--- src/sctl_pkg.sv ---
package sctl_pkg;

    // core clock period and the time-based counts derived from it
    localparam int CLK_PERIOD_PS = 4000;
    localparam int PRST_TIME_NS  = 64;
    localparam int PRST_CYC      = (PRST_TIME_NS * 1000 + CLK_PERIOD_PS - 1) / CLK_PERIOD_PS;
    localparam int CRST_TIME_NS  = 1000;
    localparam int CRST_CYC      = (CRST_TIME_NS * 1000 + CLK_PERIOD_PS - 1) / CLK_PERIOD_PS;
    localparam int CNT_W         = 8;

    // oscillator and system clock source codes
    localparam logic [1:0] OSC_MAIN = 2'h0;
    localparam logic [1:0] OSC_INT  = 2'h1;
    localparam logic [1:0] OSC_INT4 = 2'h2;
    localparam logic [1:0] OSC_EXT  = 2'h3;
    localparam logic [2:0] SRC_PLL  = 3'h4;

    // crystal index window in which the pll may run (3.579545 .. 16.384 MHz)
    localparam logic [4:0] XTAL_PLL_MIN = 5'h04;
    localparam logic [4:0] XTAL_PLL_MAX = 5'h16;

    // interrupt source bit positions
    localparam int NINT             = 7;
    localparam int INT_PLL_LOCK     = 0;
    localparam int INT_LDO_ILIM     = 1;
    localparam int INT_INTOSC_FAIL  = 2;
    localparam int INT_MAINOSC_FAIL = 3;
    localparam int INT_VIN_LOW      = 4;
    localparam int INT_LDO_LOW      = 5;
    localparam int INT_PLL_FAIL     = 6;

    // reset cause bit positions
    localparam int NCAUSE     = 5;
    localparam int CAUSE_VIN  = 0;
    localparam int CAUSE_LDO  = 1;
    localparam int CAUSE_EXT  = 2;
    localparam int CAUSE_SW   = 3;
    localparam int CAUSE_WDOG = 4;

    // asynchronous pin positions in the synchroniser bank
    localparam int NPIN_ASYNC   = 8;
    localparam int AP_VIN_LOW   = 0;
    localparam int AP_LDO_LOW   = 1;
    localparam int AP_EXT_RST   = 2;
    localparam int AP_PLL_LOCK  = 3;
    localparam int AP_LDO_ILIM  = 4;
    localparam int AP_INTOSC_F  = 5;
    localparam int AP_MAINOSC_F = 6;
    localparam int AP_PLL_FAIL  = 7;

    typedef enum logic [1:0] {
        adc_rate_one_msps     = 2'h0,
        adc_rate_half_msps    = 2'h1,
        adc_rate_quarter_msps = 2'h2,
        adc_rate_eighth_msps  = 2'h3
    } sctl_adc_rate_t;

    typedef enum logic [1:0] {
        MODE_RUN   = 2'h0,
        MODE_SLEEP = 2'h1,
        MODE_DEEP  = 2'h2
    } sctl_mode_t;

    typedef struct packed {
        logic       use_pll;
        logic [1:0] osc_src;
        logic [4:0] xtal;
        logic [5:0] sysdiv;
        logic [2:0] pwmdiv;
    } sctl_clk_cfg_t;

endpackage

--- src/sctl_core.sv ---
// Functional notes
// - system clock from one of five sources
// - pll reference any oscillator, crystals 3.58-16.38 MHz
// - sleep keeps clocking, stops processor clock
// - deep-sleep stops processor, drops pll, uses selected oscillator
// - sleep on request; WAKE_IRQ or any enabled interrupt returns run
// - chip reset on five listed events
// - record and report reset cause; configurable events
// - per-peripheral enable, disable and reset
// - separate sleep and deep-sleep clocked peripheral sets
// - seven system interrupt sources
// - per-source enable; pending until handler clears
// - read-only memory size, peripheral, pin information
// - adc rate request, hardware limit, actual readback
// - peripherals at processor rate, pwm own divider
`timescale 1ns/1ps
`default_nettype none

module sctl_core #(
    parameter int                      NP          = 16,
    parameter int                      NPINS       = 8,
    parameter logic [15:0]             FLASH_KB    = 16'h0040,
    parameter logic [15:0]             SRAM_KB     = 16'h0010,
    parameter logic [NP-1:0]           PERIPH_HAVE = '1,
    parameter logic [NPINS-1:0]        PINS_HAVE   = '1,
    parameter sctl_pkg::sctl_adc_rate_t ADC_LIMIT  = sctl_pkg::adc_rate_one_msps
) (
    input  wire logic                     CLK,
    input  wire logic                     SRST,
    input  wire sctl_pkg::sctl_clk_cfg_t  CLK_CFG,
    input  wire logic                     CLK_GATING_EN,
    input  wire logic                     SLEEP_REQ,
    input  wire logic                     DEEPSLEEP_REQ,
    input  wire logic                     WAKE_IRQ,
    input  wire logic [NP-1:0]            PERIPH_EN_SET,
    input  wire logic [NP-1:0]            PERIPH_EN_CLR,
    input  wire logic [NP-1:0]            PERIPH_RST_REQ,
    input  wire logic [NP-1:0]            SLEEP_PERIPH_EN,
    input  wire logic [NP-1:0]            DEEP_PERIPH_EN,
    input  wire logic                     SW_RESET_REQ,
    input  wire logic                     WDOG_TIMEOUT,
    input  wire logic                     RST_CFG_VIN_EN,
    input  wire logic                     RST_CFG_LDO_EN,
    input  wire logic                     VIN_LOW_IN,
    input  wire logic                     LDO_LOW_IN,
    input  wire logic                     EXT_RST_IN,
    input  wire logic                     PLL_LOCK_IN,
    input  wire logic                     LDO_ILIM_IN,
    input  wire logic                     INTOSC_FAIL_IN,
    input  wire logic                     MAINOSC_FAIL_IN,
    input  wire logic                     PLL_FAIL_IN,
    input  wire logic [6:0]               INT_ENABLE,
    input  wire logic [6:0]               INT_CLEAR,
    input  wire logic [4:0]               CAUSE_CLEAR,
    input  wire sctl_pkg::sctl_adc_rate_t ADC_RATE_REQ,
    output var  logic [2:0]               SYSCLK_SRC,
    output var  logic [1:0]               PLL_REF_SRC,
    output var  logic                     PLL_PWR_EN,
    output var  logic                     PLL_CFG_OK,
    output var  logic                     CPU_CLK_EN,
    output var  logic [NP-1:0]            PERIPH_CLK_EN,
    output var  logic                     PWM_CLK_EN,
    output var  logic [NP-1:0]            PERIPH_RST,
    output var  logic [NP-1:0]            PERIPH_EN_STAT,
    output var  sctl_pkg::sctl_mode_t     MODE,
    output var  logic                     CHIP_RST,
    output var  logic [4:0]               RESET_CAUSE,
    output var  logic [6:0]               INT_RAW,
    output var  logic [6:0]               INT_MASKED,
    output var  logic                     IRQ,
    output var  sctl_pkg::sctl_adc_rate_t ADC_RATE,
    output var  logic [15:0]              FLASH_SIZE_KB,
    output var  logic [15:0]              SRAM_SIZE_KB,
    output var  logic [NP-1:0]            PERIPH_PRESENT,
    output var  logic [NPINS-1:0]         PIN_PRESENT
);
    if (NP < 1 || NP > 64) begin : g_chk_np
        $error("sctl_core: NP must be 1..64");
    end
    if (NPINS < 1) begin : g_chk_pins
        $error("sctl_core: NPINS must be at least 1");
    end

    localparam logic [sctl_pkg::CNT_W-1:0] PRST_LOAD = sctl_pkg::CNT_W'(sctl_pkg::PRST_CYC);
    localparam logic [sctl_pkg::CNT_W-1:0] CRST_LOAD = sctl_pkg::CNT_W'(sctl_pkg::CRST_CYC);

    // ---------------- asynchronous pins: three stages, change on agreement
    localparam int NA = sctl_pkg::NPIN_ASYNC;
    wire  [NA-1:0] apin = {PLL_FAIL_IN, MAINOSC_FAIL_IN, INTOSC_FAIL_IN, LDO_ILIM_IN,
                           PLL_LOCK_IN, EXT_RST_IN, LDO_LOW_IN, VIN_LOW_IN};
    logic [NA-1:0] s1_r;
    logic [NA-1:0] s2_r;
    logic [NA-1:0] s3_r;
    logic [NA-1:0] lvl_r;
    wire  [NA-1:0] agree = ~(s2_r ^ s3_r);
    wire  [NA-1:0] lvl_nxt = (agree & s3_r) | (~agree & lvl_r);
    wire  [NA-1:0] rise = lvl_nxt & ~lvl_r;

    always_ff @(posedge CLK) begin
        if (SRST) begin
            s1_r  <= '0;
            s2_r  <= '0;
            s3_r  <= '0;
            lvl_r <= '0;
        end else begin
            s1_r  <= apin;
            s2_r  <= s1_r;
            s3_r  <= s2_r;
            lvl_r <= lvl_nxt;
        end
    end

    // ---------------- chip reset generation and cause capture
    logic [sctl_pkg::CNT_W-1:0] crst_cnt_r;
    logic [4:0]                 cause_r;
    wire  [4:0] cause_evt;
    assign cause_evt[sctl_pkg::CAUSE_VIN]  = rise[sctl_pkg::AP_VIN_LOW] & RST_CFG_VIN_EN;
    assign cause_evt[sctl_pkg::CAUSE_LDO]  = rise[sctl_pkg::AP_LDO_LOW] & RST_CFG_LDO_EN;
    assign cause_evt[sctl_pkg::CAUSE_EXT]  = rise[sctl_pkg::AP_EXT_RST];
    assign cause_evt[sctl_pkg::CAUSE_SW]   = SW_RESET_REQ;
    assign cause_evt[sctl_pkg::CAUSE_WDOG] = WDOG_TIMEOUT;
    wire  any_rst_evt = |cause_evt;
    wire  [sctl_pkg::CNT_W-1:0] crst_nxt = any_rst_evt ? CRST_LOAD :
        (crst_cnt_r != '0) ? crst_cnt_r - {{(sctl_pkg::CNT_W-1){1'b0}}, 1'b1} : crst_cnt_r;
    wire  chip_rst_nxt = (crst_nxt != '0);

    // only the power-on reset clears the causes; chip resets leave them for software
    always_ff @(posedge CLK) begin
        if (SRST) begin
            crst_cnt_r  <= '0;
            CHIP_RST    <= 1'b0;
            cause_r     <= '0;
            RESET_CAUSE <= '0;
        end else begin
            crst_cnt_r  <= crst_nxt;
            CHIP_RST    <= chip_rst_nxt;
            cause_r     <= (cause_r & ~CAUSE_CLEAR) | cause_evt;
            RESET_CAUSE <= (cause_r & ~CAUSE_CLEAR) | cause_evt;
        end
    end

    // ---------------- interrupt sources
    wire [6:0] int_evt;
    assign int_evt[sctl_pkg::INT_PLL_LOCK]     = rise[sctl_pkg::AP_PLL_LOCK];
    assign int_evt[sctl_pkg::INT_LDO_ILIM]     = rise[sctl_pkg::AP_LDO_ILIM];
    assign int_evt[sctl_pkg::INT_INTOSC_FAIL]  = rise[sctl_pkg::AP_INTOSC_F];
    assign int_evt[sctl_pkg::INT_MAINOSC_FAIL] = rise[sctl_pkg::AP_MAINOSC_F];
    assign int_evt[sctl_pkg::INT_VIN_LOW]      = rise[sctl_pkg::AP_VIN_LOW];
    assign int_evt[sctl_pkg::INT_LDO_LOW]      = rise[sctl_pkg::AP_LDO_LOW];
    assign int_evt[sctl_pkg::INT_PLL_FAIL]     = rise[sctl_pkg::AP_PLL_FAIL];
    // a new event in the clearing cycle stays pending
    wire [6:0] int_raw_nxt = (INT_RAW & ~INT_CLEAR) | int_evt;
    wire [6:0] int_msk_nxt = int_raw_nxt & INT_ENABLE;

    always_ff @(posedge CLK) begin
        if (SRST) begin
            INT_RAW    <= '0;
            INT_MASKED <= '0;
            IRQ        <= 1'b0;
        end else begin
            INT_RAW    <= int_raw_nxt;
            INT_MASKED <= int_msk_nxt;
            IRQ        <= |int_msk_nxt;
        end
    end

    // ---------------- run / sleep / deep-sleep
    sctl_pkg::sctl_mode_t mode_nxt;
    wire wake = WAKE_IRQ | IRQ;

    always_comb begin
        mode_nxt = MODE;
        unique case (MODE)
            sctl_pkg::MODE_RUN: begin
                if (DEEPSLEEP_REQ) begin
                    mode_nxt = sctl_pkg::MODE_DEEP;
                end else if (SLEEP_REQ) begin
                    mode_nxt = sctl_pkg::MODE_SLEEP;
                end
            end
            sctl_pkg::MODE_SLEEP,
            sctl_pkg::MODE_DEEP: begin
                if (wake) begin
                    mode_nxt = sctl_pkg::MODE_RUN;
                end
            end
            default: mode_nxt = sctl_pkg::MODE_RUN;
        endcase
        if (chip_rst_nxt) begin
            mode_nxt = sctl_pkg::MODE_RUN;
        end
    end

    always_ff @(posedge CLK) begin
        if (SRST) begin
            MODE <= sctl_pkg::MODE_RUN;
        end else begin
            MODE <= mode_nxt;
        end
    end

    // ---------------- clock source selection
    wire in_deep  = (mode_nxt == sctl_pkg::MODE_DEEP);
    wire xtal_ok  = (CLK_CFG.xtal >= sctl_pkg::XTAL_PLL_MIN) &&
                    (CLK_CFG.xtal <= sctl_pkg::XTAL_PLL_MAX);
    wire pll_want = CLK_CFG.use_pll & xtal_ok & ~in_deep;
    // switch to the pll only once lock is seen, so the core never runs on an unsettled clock
    wire [2:0] src_nxt = (pll_want & lvl_r[sctl_pkg::AP_PLL_LOCK]) ? sctl_pkg::SRC_PLL :
                         {1'b0, CLK_CFG.osc_src};

    always_ff @(posedge CLK) begin
        if (SRST) begin
            SYSCLK_SRC  <= {1'b0, sctl_pkg::OSC_INT};
            PLL_REF_SRC <= sctl_pkg::OSC_MAIN;
            PLL_PWR_EN  <= 1'b0;
            PLL_CFG_OK  <= 1'b0;
        end else begin
            SYSCLK_SRC  <= src_nxt;
            PLL_REF_SRC <= CLK_CFG.osc_src;
            PLL_PWR_EN  <= pll_want;
            PLL_CFG_OK  <= xtal_ok;
        end
    end

    // ---------------- system and pwm rates
    logic sys_tick;
    logic pwm_tick;

    sctl_tick_div #(
        .W (6)
    ) u_sysdiv (
        .clk  (CLK),
        .srst (SRST),
        .en   (1'b1),
        .div  (CLK_CFG.sysdiv),
        .tick (sys_tick)
    );

    sctl_tick_div #(
        .W (3)
    ) u_pwmdiv (
        .clk  (CLK),
        .srst (SRST),
        .en   (sys_tick),
        .div  (CLK_CFG.pwmdiv),
        .tick (pwm_tick)
    );

    // ---------------- peripheral enables, gating and resets
    logic [NP-1:0]              prst_pend_r;
    logic [sctl_pkg::CNT_W-1:0] prst_cnt_r;
    wire  [NP-1:0] en_nxt = (PERIPH_EN_STAT & ~PERIPH_EN_CLR) | PERIPH_EN_SET;
    wire  any_prst = |PERIPH_RST_REQ;
    wire  [sctl_pkg::CNT_W-1:0] prst_cnt_nxt = any_prst ? PRST_LOAD :
        (prst_cnt_r != '0) ? prst_cnt_r - {{(sctl_pkg::CNT_W-1){1'b0}}, 1'b1} : prst_cnt_r;
    wire  [NP-1:0] prst_nxt = (prst_cnt_nxt != '0) ?
        ((prst_pend_r | PERIPH_RST_REQ) & {NP{prst_cnt_nxt != '0}}) : '0;
    // without automatic gating every enabled peripheral keeps running in both sleep modes
    wire  [NP-1:0] gate_set =
        (MODE == sctl_pkg::MODE_RUN || !CLK_GATING_EN) ? PERIPH_EN_STAT :
        (MODE == sctl_pkg::MODE_SLEEP) ? SLEEP_PERIPH_EN : DEEP_PERIPH_EN;
    wire  [NP-1:0] pclk_nxt = gate_set & ~PERIPH_RST & {NP{sys_tick}} & PERIPH_HAVE;

    always_ff @(posedge CLK) begin
        if (SRST || CHIP_RST) begin
            PERIPH_EN_STAT <= '0;
            prst_pend_r    <= '0;
            prst_cnt_r     <= '0;
            PERIPH_RST     <= '0;
            PERIPH_CLK_EN  <= '0;
            CPU_CLK_EN     <= 1'b0;
            PWM_CLK_EN     <= 1'b0;
        end else begin
            PERIPH_EN_STAT <= en_nxt & PERIPH_HAVE;
            prst_pend_r    <= prst_nxt;
            prst_cnt_r     <= prst_cnt_nxt;
            PERIPH_RST     <= prst_nxt;
            PERIPH_CLK_EN  <= pclk_nxt;
            CPU_CLK_EN     <= sys_tick & (MODE == sctl_pkg::MODE_RUN);
            PWM_CLK_EN     <= pwm_tick;
        end
    end

    // ---------------- adc rate and identification
    // a larger code is a slower rate, so the slower of request and limit wins
    wire sctl_pkg::sctl_adc_rate_t adc_nxt = (ADC_RATE_REQ > ADC_LIMIT) ? ADC_RATE_REQ : ADC_LIMIT;

    always_ff @(posedge CLK) begin
        if (SRST) begin
            ADC_RATE       <= sctl_pkg::adc_rate_one_msps;
            FLASH_SIZE_KB  <= '0;
            SRAM_SIZE_KB   <= '0;
            PERIPH_PRESENT <= '0;
            PIN_PRESENT    <= '0;
        end else begin
            ADC_RATE       <= adc_nxt;
            FLASH_SIZE_KB  <= FLASH_KB;
            SRAM_SIZE_KB   <= SRAM_KB;
            PERIPH_PRESENT <= PERIPH_HAVE;
            PIN_PRESENT    <= PINS_HAVE;
        end
    end
endmodule

`default_nettype wire

--- src/sctl_tick_div.sv ---
`timescale 1ns/1ps
`default_nettype none

// divides a stream of enable pulses by div+1, emitting one-cycle ticks
module sctl_tick_div #(
    parameter int W = 6
) (
    input  wire logic         clk,
    input  wire logic         srst,
    input  wire logic         en,
    input  wire logic [W-1:0] div,
    output var  logic         tick
);
    logic [W-1:0] cnt_r;
    logic [W-1:0] cnt_nxt;
    wire          wrap = (cnt_r >= div);

    // a shrinking divisor wraps at once instead of running the counter round
    assign cnt_nxt = wrap ? '0 : cnt_r + {{(W-1){1'b0}}, 1'b1};

    always_ff @(posedge clk) begin
        if (srst) begin
            cnt_r <= '0;
            tick  <= 1'b0;
        end else begin
            tick <= en & wrap;
            if (en) begin
                cnt_r <= cnt_nxt;
            end
        end
    end
endmodule

`default_nettype wire

--- config.mk ---
export PLATFORM = sky130hd
export DESIGN_NAME = sctl_core
export DESIGN_NICKNAME = d
export VERILOG_FILES = /design/src/sctl_pkg.sv /design/src/sctl_core.sv /design/src/sctl_tick_div.sv
export SDC_FILE = /design/constraint.sdc
export NUM_CORES = 1
export LEC_CHECK = 0
export BUFFER_PORTS_ARGS = -buffer_cell sky130_fd_sc_hd__buf_2
export CAP_MARGIN = 10
export CORE_ASPECT_RATIO = 0.9
export CORE_MARGIN = 2
export CORE_UTILIZATION = 47
export DETAILED_ROUTE_END_ITERATION = 10
export GPL_ROUTABILITY_DRIVEN = 0
export MAX_ROUTING_LAYER = met4
export PLACE_DENSITY = 0.92
export SLEW_MARGIN = 10
export SYNTH_ARGS = -nofsm -noshare
export SYNTH_HDL_FRONTEND = slang
export SYNTH_SLANG_ARGS = --single-unit
--- constraint.sdc ---
create_clock -name CLK -period 2.9 [get_ports CLK]
set_input_delay 0.435 -clock CLK [delete_from_list [all_inputs] [get_ports CLK]]
set_output_delay 0.435 -clock CLK [all_outputs]
set_load 0.01 [all_outputs]
==> impl_metrics.env, run 1 <==
export IMPL_avgViaCountPerCell=4.78
export IMPL_fp_row_count=38
export IMPL_layoutNonFillerInstCount=1057
export IMPL_grt_pass1_vias=4611
export IMPL_remaining_drc_errors=0
export IMPL_finalPower_uw=4480
export IMPL_crit_path_cell_trace="inv_1 > ha_1 > nor4b_2 > a311o_1 > a2111oi_4 > nand2_2 > o311a_1 > and2_1"
export IMPL_end_kind="flop"
export IMPL_synth_edf_count=0
export IMPL_wl_per_cell_um=13.6
export IMPL_hold_class="in2reg"
export IMPL_cpMaxStageDelayCell="dfxtp_1"
export IMPL_syn_area_um2=5880
export IMPL_grt_use_total=0.212
export IMPL_ys_seq_area_frac=0.484
export IMPL_fmax_ghz=0.387
export IMPL_io_pins=274
export IMPL_clock_skew_final_ns=0.0119
export IMPL_cts_root_buffer="clkbuf_16"
export IMPL_hpwlAfterDp_um=11300
export IMPL_critical_path_max_stage_delay_ns=0.42
export IMPL_insertion_delay_ns=0.42
export IMPL_wl_met2_um=7200
export IMPL_core_area_um2=12100
export IMPL_layout_nets=1035
export IMPL_worstReg2RegStart="crst_cnt_r[0]$_SDFF_PP0_"
export IMPL_areaGrowthSynthToFinish_pct=28.2
export IMPL_reg2reg_depth=8
export IMPL_dp_cells=1023
export IMPL_critical_path_class="reg2reg"
export IMPL_hold_viol_final=0
export IMPL_vdd_drop_max_mv=0.484
export IMPL_syn_avg_cell_area_um2=8.95
export IMPL_power_leakage_uw=0.00364
export IMPL_maxCapViolCount=0
export IMPL_yosysWarnings=0
export IMPL_critPathMaxFanout=6
export IMPL_highest_layer="met4"
export IMPL_rrSetupSlack_ns=0.32
export IMPL_io_buffers=243
export IMPL_start_kind="flop"
export IMPL_fin_hold_ws_ns=0.225
export IMPL_p_seq_frac=0.460
export IMPL_crit_arrival_ns=2.90
export IMPL_fill_cells=1005
export IMPL_clk_path_buf_depth=2
export IMPL_routed_wl_um=14400
export IMPL_slew_limit_headroom=0.445
export IMPL_dr_pass1_iters=4
export IMPL_finalCritPeriodShare=0.890
export IMPL_drv_slew=0
export IMPL_ys_types=54
export IMPL_postCtsSetupBuffers=0
export IMPL_period_needed_ns=2.58
export IMPL_cts_htree_levels=4
export IMPL_cp_endpoint="SYSCLK_SRC[2]$_SDFF_PP0_"
export IMPL_final_setup_tns_ns=0
export IMPL_yosys_register_bits=142
export IMPL_power_density_nw_per_um2=595
export IMPL_wl_met3_um=1120
export IMPL_crit_required_ns=3.21
export IMPL_cp_depth=8
export IMPL_status="completed"
export IMPL_die_area_um2=13400
export IMPL_p_int_uw=3340
export IMPL_finalSetupViolations=0
export IMPL_worstPathBufferInverterCount=1
export IMPL_cts_made_buffers=17
export IMPL_rsz0062_at_grt="no"
export IMPL_r2r_end="SYSCLK_SRC[2]$_SDFF_PP0_"
export IMPL_drive_above_1_share=0.326
export IMPL_pre_cts_ws_ns=0.345
export IMPL_start_util=0.485
export IMPL_cp_top_family="compound AO/OA/AOI/OAI gates"
export IMPL_drt_iter0_markers=173
export IMPL_numClockSinks=142
export IMPL_synth_main_ff_cell="dfxtp_1"
export IMPL_grt_pass1_wl_um=21100
export IMPL_synthArstFlopShare=0
export IMPL_clkPwrFrac=0.452
export IMPL_switching_share=0.255
export IMPL_tightest_slew_ns=0.824
export IMPL_die_w_um=122
export IMPL_antenna_left=0
export IMPL_num_vias=5049
export IMPL_p_switching_uw=1140
export IMPL_setup_ws_ns=0.319
export IMPL_critPathLaunch="crst_cnt_r[0]$_SDFF_PP0_"
export IMPL_die_y_um=110
export IMPL_overflow=0
export IMPL_comb_power_share=0.088
export IMPL_m1WireLength_um=5580
export IMPL_grt_max_degree=74
export IMPL_antenna_found_initial=1
export IMPL_cts_hold_buffers=0
export IMPL_cts_resized=0
export IMPL_tritoncts="yes"
export IMPL_clk_pin_slew_worst_paths_ns=0.06
export IMPL_synthCells=657
==> cells in the mapped netlist (2+ instances only) <==
cell type | n | area [um^2]
clkbuf_1 | 15 | 56.3
mux2i_1 | 17 | 170
nand2b_1 | 7 | 43.8
xnor2_1 | 9 | 78.8
nor4_1 | 6 | 37.5
a211oi_1 | 4 | 30.0
o22a_1 | 3 | 26.3
dfxtp_1 | 142 | 2840
a21oi_1 | 48 | 240
a2111oi_0 | 18 | 158
inv_1 | 51 | 191
xor2_1 | 6 | 52.6
nand3b_1 | 4 | 30.0
o21a_1 | 2 | 15.0
a21o_1 | 2 | 15.0
buf_4 | 55 | 413
nor2b_1 | 31 | 194
nand2_1 | 26 | 97.6
ha_1 | 17 | 213
and2_1 | 5 | 31.3
nand3_1 | 4 | 20.0
nor3b_1 | 3 | 22.5
nor2_1 | 123 | 462
nand4b_1 | 2 | 17.5
a31oi_1 | 2 | 12.5
nor3_1 | 15 | 75.1
o21ai_0 | 13 | 65.1
==> area by class of cell <==
class / count / area, um^2 / area share
diodes: 2 / 5.00 / 0.000664
clock buffers: 18 / 439 / 0.0583
multi-input cells: 420 / 2460 / 0.327
well taps: 160 / 200 / 0.0266
repair buffers: 250 / 1270 / 0.168
flip-flops and latches: 142 / 2840 / 0.377
clock inverters: 14 / 124 / 0.0164
inverters: 51 / 191 / 0.0254
==> placed cells by master, fill, tap and decap left out, drive strengths merged, types with 5 or more instances in the layout <==
cell and instances:
a2111oi 19, a21oi 48, and2 5, buf 250
clkbuf 18, conb 30, dfxtp 142, ha 17
inv 59, mux2i 17, nand2 27, nand2b 7
nor2 124, nor2b 31, nor3 16, nor4 7
o21ai 14, xnor2 9, xor2 6
==> through the flow <==
step,utilization,cell area [um^2]
4_1_cts,0.621,7530
6_report,0.622,7540
3_3_place_gp,0.575,6970
5_1_grt,0.621,7530
2_1_floorplan,-,5990
3_5_place_dp,0.575,6970
==> metal layers <==
metal	GRT usage	vias up
met3	0.0607	29
met2	0.381	199
met4	0.100	0
met1	0.215	2253
li1	-	2568
met5	-	-
==> power by group through the flow <==
stage          sequential, uW  combinational, uW  clock, uW
6_report                 2060                393       2030
3_3_place_gp             2100                384          0
2_1_floorplan            2110                251          0
4_1_cts                  2060                396       2080
5_1_grt                  2070                440       2170
3_5_place_dp             2100                394          0
==> state kept, by name, indices dropped and copies added (netlist names), 2 cells and up <==
| register | cells |
|---|---|
| ADC_RATE | 2 |
| INT_MASKED | 7 |
| INT_RAW | 7 |
| MODE | 2 |
| PERIPH_CLK_EN | 16 |
| PERIPH_EN_STAT | 16 |
| PLL_REF_SRC | 2 |
| SYSCLK_SRC | 3 |
| cause_r | 5 |
| crst_cnt_r | 8 |
| lvl_r | 8 |
| prst_cnt_r | 8 |
| prst_pend_r | 16 |
| s1_r | 8 |
| s2_r | 8 |
| s3_r | 8 |
| u_pwmdiv.cnt_r | 3 |
| u_sysdiv.cnt_r | 6 |
==> worst register-to-register path, cell delays in order, from the launching register on <==
cell and delay, ns:
dfxtp_1 0.42, inv_1 0.11, ha_1 0.28, nor4b_2 0.22
a311o_1 0.40, a2111oi_4 0.40, nand2_2 0.12, o311a_1 0.37
and2_1 0.16
==> worst min path at each step <==
stage / from / end / slack [ns] / cells past startpoint
2_1_floorplan: u_pwmdiv.tick$_SDFF_PP0_ / PWM_CLK_EN$_SDFF_PP0_ / 0.41 / 1
3_3_place_gp: u_pwmdiv.tick$_SDFF_PP0_ / PWM_CLK_EN$_SDFF_PP0_ / 0.41 / 1
3_5_place_dp: u_pwmdiv.tick$_SDFF_PP0_ / PWM_CLK_EN$_SDFF_PP0_ / 0.41 / 1
4_1_cts: PLL_FAIL_IN / s1_r[7]$_SDFF_PP0_ / 0.21 / 2
5_1_grt: ADC_RATE_REQ[1] / ADC_RATE[1]$_SDFF_PP0_ / 0.22 / 2
6_report: MAINOSC_FAIL_IN / s1_r[6]$_SDFF_PP0_ / 0.23 / 2
==> cell families after synthesis <==
kind of cell / after synthesis / share of synthesized area
AO/OA/AOI/OAI: 103 / 0.118
adder cells (fa/ha/maj): 17 / 0.0362
multiplexers: 18 / 0.0309
AND/OR/NAND/NOR: 237 / 0.192
XOR/XNOR: 15 / 0.0224
other: 1 / 0.000638
buffers and inverters: 124 / 0.116
flip-flops: 142 / 0.484
Power figures use the tool's default switching activity.
==> run 2: changes to the inputs <==
--- a/config.mk
+++ b/config.mk
@@ -5,7 +5,7 @@
 export SDC_FILE = /design/constraint.sdc
 export NUM_CORES = 1
 export LEC_CHECK = 0
-export BUFFER_PORTS_ARGS = -buffer_cell sky130_fd_sc_hd__buf_2
+export BUFFER_PORTS_ARGS = -buffer_cell sky130_fd_sc_hd__clkbuf_2
 export CAP_MARGIN = 10
 export CORE_ASPECT_RATIO = 0.9
 export CORE_MARGIN = 2
@@ -14,6 +14,7 @@
 export GPL_ROUTABILITY_DRIVEN = 0
 export MAX_ROUTING_LAYER = met4
 export PLACE_DENSITY = 0.92
+export REMOVE_ABC_BUFFERS = 1
 export SLEW_MARGIN = 10
 export SYNTH_ARGS = -nofsm -noshare
 export SYNTH_HDL_FRONTEND = slang
==> constraint.sdc (replaced) <==
create_clock -name CLK -period 2.9 [get_ports CLK]
set_input_delay 0.29 -clock CLK [delete_from_list [all_inputs] [get_ports CLK]]
set_output_delay 0.29 -clock CLK [all_outputs]
set_load 0.01 [all_outputs]
==> run 2 against run 1 <==
  * Global-route usage down 0.33 points
  * Sequential power about the same
  * Clock skew down 0.0017 ns
  * Highest routed layer unchanged
==> impl_metrics.env, run 2 (same netlist as run 1, synthesis figures left out) <==
export IMPL_routed_wl_um=14100
export IMPL_cts_made_buffers=17
export IMPL_io_pins=274
export IMPL_grt_pass1_wl_um=21100
export IMPL_crit_required_ns=3.21
export IMPL_status="completed"
export IMPL_die_w_um=122
export IMPL_io_buffers=243
export IMPL_layout_common_cells="clkbuf_2, dfxtp_1, nor2_1"
export IMPL_layout_nets=1032
export IMPL_drt_iter0_markers=245
export IMPL_power_density_nw_per_um2=614
export IMPL_start_kind="flop"
export IMPL_slew_limit_headroom=0.535
export IMPL_clk_path_buf_depth=2
export IMPL_fill_cells=1017
export IMPL_core_area_um2=12100
export IMPL_cts_hold_buffers=0
export IMPL_dr_pass1_iters=6
export IMPL_crit_arrival_ns=2.83
export IMPL_fin_hold_ws_ns=0.0831
export IMPL_die_area_um2=13400
export IMPL_maxCapViolCount=0
export IMPL_hold_viol_final=0
export IMPL_grt_use_total=0.209
export IMPL_tritoncts="yes"
export IMPL_start_util=0.485
export IMPL_antenna_found_initial=1
export IMPL_grt_max_degree=74
export IMPL_num_vias=5080
export IMPL_critical_path_class="reg2reg"
export IMPL_drive_above_1_share=0.324
export IMPL_tightest_slew_ns=0.698
export IMPL_avgViaCountPerCell=4.82
export IMPL_cts_htree_levels=4
export IMPL_layoutNonFillerInstCount=1053
export IMPL_clk_pin_slew_worst_paths_ns=0.07
export IMPL_critPathMaxFanout=6
export IMPL_grt_pass1_vias=4576
export IMPL_numClockSinks=142
export IMPL_power_leakage_uw=0.00363
export IMPL_dp_cells=1020
export IMPL_antenna_left=0
export IMPL_final_setup_tns_ns=0
export IMPL_hold_class="in2reg"
export IMPL_clock_skew_final_ns=0.0103
export IMPL_finalCritPeriodShare=0.867
export IMPL_remaining_drc_errors=0
export IMPL_insertion_delay_ns=0.41
export IMPL_fp_row_count=38
export IMPL_fmax_ghz=0.398
export IMPL_hold_path_startpoint="PERIPH_EN_SET[1]"
export IMPL_final_common_cell="clkbuf_2"
export IMPL_worstHoldPathCells=3
export IMPL_period_needed_ns=2.51
export IMPL_worstReg2RegStart="crst_cnt_r[0]$_SDFF_PP0_"
export IMPL_reg2reg_depth=8
export IMPL_cts_root_buffer="clkbuf_16"
export IMPL_finalSetupViolations=0
export IMPL_wl_per_cell_um=13.4
export IMPL_rsz0062_at_grt="no"
export IMPL_drv_slew=0
export IMPL_rrSetupSlack_ns=0.39
export IMPL_postCtsSetupBuffers=0
export IMPL_min_to="PERIPH_EN_STAT[1]$_SDFF_PP0_"
export IMPL_r2r_end="SYSCLK_SRC[2]$_SDFF_PP0_"
export IMPL_areaGrowthSynthToFinish_pct=28.6
export IMPL_end_kind="flop"
export IMPL_hpwlAfterDp_um=10900
export IMPL_largestRegisters="PERIPH_CLK_EN x16, PERIPH_EN_STAT x16, prst_pend_r x16"
export IMPL_cts_resized=0
export IMPL_vdd_drop_max_mv=0.382
export IMPL_overflow=0
export IMPL_die_y_um=110
run 2: worst max-delay path by stage:
stage / to / start / slack [ns] / depth (start not counted)
3_3_place_gp: SYSCLK_SRC[2]$_SDFF_PP0_ / crst_cnt_r[0]$_SDFF_PP0_ / 0.45 / 8
4_1_cts: SYSCLK_SRC[2]$_SDFF_PP0_ / crst_cnt_r[0]$_SDFF_PP0_ / 0.38 / 8
6_report: SYSCLK_SRC[2]$_SDFF_PP0_ / crst_cnt_r[0]$_SDFF_PP0_ / 0.39 / 8
5_1_grt: prst_pend_r[3]$_SDFF_PP0_ / prst_cnt_r[0]$_SDFF_PP0_ / 0.21 / 9
2_1_floorplan: SYSCLK_SRC[2]$_SDFF_PP0_ / crst_cnt_r[0]$_SDFF_PP0_ / 0.55 / 8
3_5_place_dp: SYSCLK_SRC[2]$_SDFF_PP0_ / crst_cnt_r[0]$_SDFF_PP0_ / 0.39 / 8
run 2: layout make-up:
cell class,instances,area (um^2),area share
antenna,1,2.50,0.000331
clock buffer,17,425,0.0563
clock inverter,15,186,0.0247
inverter,51,191,0.0253
multi-input combinational,420,2460,0.326
sequential,142,2840,0.376
tap,160,200,0.0265
timing repair buffer,247,1250,0.165
run 2: through the flow:
step	total power, uW	utilization	cell area (um^2)	worst slack (ns)
floorplan	2290	-	5500	0.549
global placement	2480	0.573	6950	0.447
global route	4840	0.624	7560	0.205
detailed placement	2490	0.573	6950	0.391
finish	4640	0.624	7560	0.386
CTS	4690	0.623	7560	0.381
run 2: where the power goes:
group / switching, uW / leakage (uW) / internal, uW / total [uW]
clock: 948 / 0.000297 / 1240 / 2190
combinational: 208 / 0.00217 / 181 / 389
sequential: 52.8 / 0.00116 / 2010 / 2060
run 2: metal layers:
metal	vias to the layer above	share of wire	track usage
met5	-	0	-
met4	0	0.024	0.0829
met3	26	0.075	0.0622
met2	210	0.51	0.371
met1	2284	0.39	0.219
li1	2560	-	-
run 2: critical path: stages, from the launching register on:
cell	delay, ns
dfxtp_1	0.41
inv_1	0.10
ha_1	0.28
nor4b_2	0.22
a311o_1	0.40
a2111oi_4	0.37
nand2_2	0.11
o311a_1	0.37
and2_1	0.16
==> run 3: changes to the inputs <==
--- a/config.mk
+++ b/config.mk
@@ -9,11 +9,11 @@
 export CAP_MARGIN = 10
 export CORE_ASPECT_RATIO = 0.9
 export CORE_MARGIN = 2
-export CORE_UTILIZATION = 47
+export CORE_UTILIZATION = 41
 export DETAILED_ROUTE_END_ITERATION = 10
 export GPL_ROUTABILITY_DRIVEN = 0
 export MAX_ROUTING_LAYER = met4
-export PLACE_DENSITY = 0.92
+export PLACE_DENSITY = 0.83
 export REMOVE_ABC_BUFFERS = 1
 export SLEW_MARGIN = 10
 export SYNTH_ARGS = -nofsm -noshare
==> run 3 against run 2 <==
  * Final cell count grew 3.1%
  * Clock power hardly changed
  * Maximum frequency barely moved
  * Sequential share of layout area decreased by 0.14 points
  * Power decreased by 0.47%
  * Sequential power about the same
  * Flip-flop and latch count unchanged
  * Critical endpoint unchanged
  * Largest power group unchanged
==> impl_metrics.env, run 3 (same netlist as run 1, synthesis figures left out) <==
export IMPL_areaGrowthSynthToFinish_pct=29.1
export IMPL_io_pins=274
export IMPL_hold_class="in2reg"
export IMPL_numClockSinks=142
export IMPL_drive_above_1_share=0.324
export IMPL_r2r_end="SYSCLK_SRC[2]$_SDFF_PP0_"
export IMPL_power_leakage_uw=0.00363
export IMPL_maxCapViolCount=0
export IMPL_largestRegisters="PERIPH_CLK_EN x16, PERIPH_EN_STAT x16, prst_pend_r x16"
export IMPL_setup_ws_ns=0.388
export IMPL_clk_pin_slew_worst_paths_ns=0.07
export IMPL_final_setup_tns_ns=0
export IMPL_final_common_cell="clkbuf_2"
export IMPL_grt_pass1_wl_um=21600
export IMPL_num_vias=5028
export IMPL_io_buffers=243
export IMPL_grt_max_degree=74
export IMPL_period_needed_ns=2.51
export IMPL_start_kind="flop"
export IMPL_clk_path_buf_depth=2
export IMPL_cts_hold_buffers=0
export IMPL_wl_met3_um=1230
export IMPL_cts_root_buffer="clkbuf_16"
export IMPL_fill_cells=1246
export IMPL_routed_wl_um=14000
export IMPL_fp_row_count=41
export IMPL_finalSetupViolations=0
export IMPL_slew_limit_headroom=0.521
export IMPL_worstPathBufferInverterCount=1
export IMPL_reg2reg_depth=8
export IMPL_insertion_delay_ns=0.42
export IMPL_core_area_um2=14000
export IMPL_crit_path_cell_trace="inv_1 > ha_1 > nor4b_2 > a311o_1 > a2111oi_4 > nand2_2 > o311a_1 > and2_1"
export IMPL_fmax_ghz=0.398
export IMPL_rrSetupSlack_ns=0.39
export IMPL_antenna_left=0
export IMPL_worstHoldPathCells=2
export IMPL_grt_use_total=0.185
export IMPL_drt_iter0_markers=238
export IMPL_critPathMaxFanout=6
export IMPL_antenna_found_initial=1
export IMPL_layout_nets=1032
export IMPL_fin_hold_ws_ns=0.0771
export IMPL_crit_arrival_ns=2.83
export IMPL_m1WireLength_um=5710
export IMPL_die_area_um2=15300
export IMPL_hpwlAfterDp_um=10800
export IMPL_end_kind="flop"
export IMPL_dr_pass1_iters=6
export IMPL_worstReg2RegStart="crst_cnt_r[0]$_SDFF_PP0_"
export IMPL_pre_cts_ws_ns=0.410
export IMPL_layout_common_cells="clkbuf_2, dfxtp_1, nor2_1"
export IMPL_cpMaxStageDelayCell="dfxtp_1"
export IMPL_status="completed"
export IMPL_finalCritPeriodShare=0.866
export IMPL_vdd_drop_max_mv=0.492
export IMPL_overflow=0
export IMPL_cts_htree_levels=4
export IMPL_clock_skew_final_ns=0.00902
export IMPL_hold_path_startpoint="EXT_RST_IN"
export IMPL_wl_per_cell_um=12.9
export IMPL_grt_pass1_vias=4635
export IMPL_min_to="s1_r[2]$_SDFF_PP0_"
export IMPL_cts_made_buffers=17
export IMPL_hold_viol_final=0
export IMPL_start_util=0.420
export IMPL_tightest_slew_ns=0.719
export IMPL_avgViaCountPerCell=4.63
export IMPL_rsz0062_at_grt="no"
export IMPL_cts_resized=0
export IMPL_postCtsSetupBuffers=0
export IMPL_critical_path_class="reg2reg"
export IMPL_crit_required_ns=3.22
export IMPL_drv_slew=0
export IMPL_wl_met2_um=6660
export IMPL_critical_path_max_stage_delay_ns=0.41
export IMPL_die_y_um=118
export IMPL_cp_top_family="compound AO/OA/AOI/OAI gates"
export IMPL_remaining_drc_errors=0
export IMPL_tritoncts="yes"
export IMPL_power_density_nw_per_um2=609
export IMPL_die_w_um=130
export IMPL_highest_layer="met4"
==> run 3: through the flow <==
stage / instances / instance area (um^2) / total power, uW / util
2_1_floorplan: 613 / 5500 / 2290 / -
3_3_place_gp: 1053 / 6990 / 2480 / 0.499
3_5_place_dp: 1053 / 6990 / 2490 / 0.499
4_1_cts: 1085 / 7590 / 4680 / 0.542
5_1_grt: 1086 / 7590 / 4840 / 0.542
6_report: 1086 / 7590 / 4620 / 0.542
==> run 3: final cells by class <==
cell class	count	area, um^2	area share
sequential	142	2840	0.375
multi-input combinational	420	2460	0.325
timing repair buffer	247	1250	0.164
clock buffer	19	453	0.0597
tap	193	241	0.0318
inverter	51	191	0.0252
clock inverter	13	146	0.0193
antenna	1	2.50	0.000330
==> run 3: worst max-delay path by stage <==
stage                     depth (start not counted)                      from  slack (ns)                       end
after floorplan                                   8  crst_cnt_r[0]$_SDFF_PP0_        0.55  SYSCLK_SRC[2]$_SDFF_PP0_
after global placement                            8  crst_cnt_r[0]$_SDFF_PP0_        0.45  SYSCLK_SRC[2]$_SDFF_PP0_
after detailed placement                          8  crst_cnt_r[0]$_SDFF_PP0_        0.41  SYSCLK_SRC[2]$_SDFF_PP0_
after CTS                                         8  crst_cnt_r[0]$_SDFF_PP0_        0.40  SYSCLK_SRC[2]$_SDFF_PP0_
after global routing                              8  crst_cnt_r[0]$_SDFF_PP0_        0.24  SYSCLK_SRC[2]$_SDFF_PP0_
final                                             8  crst_cnt_r[0]$_SDFF_PP0_        0.39  SYSCLK_SRC[2]$_SDFF_PP0_
==> run 3: report_power, final <==
part / internal [uW] / switching, uW / leakage (uW)
registers: 2010 / 52.0 / 0.00116
clock network: 1270 / 908 / 0.000298
logic: 181 / 207 / 0.00217
total: 3460 / 1170 / 0.00363
==> run 3: worst reg2reg max path, delay by kind of cell, from the launching register on <==
family | cells | cell delay, ns
DFF | 1 | 0.41
AOI/OAI and AO/OA | 3 | 1.14
adders and majority gates | 1 | 0.27
buffers and inverters | 1 | 0.10
and+or+nand+nor | 3 | 0.49
==> run 3: layer usage <==
layer | vias up | global-route usage
met5 | - | -
met4 | 0 | 0.0806
met3 | 31 | 0.0609
met2 | 231 | 0.306
met1 | 2208 | 0.201
li1 | 2558 | -
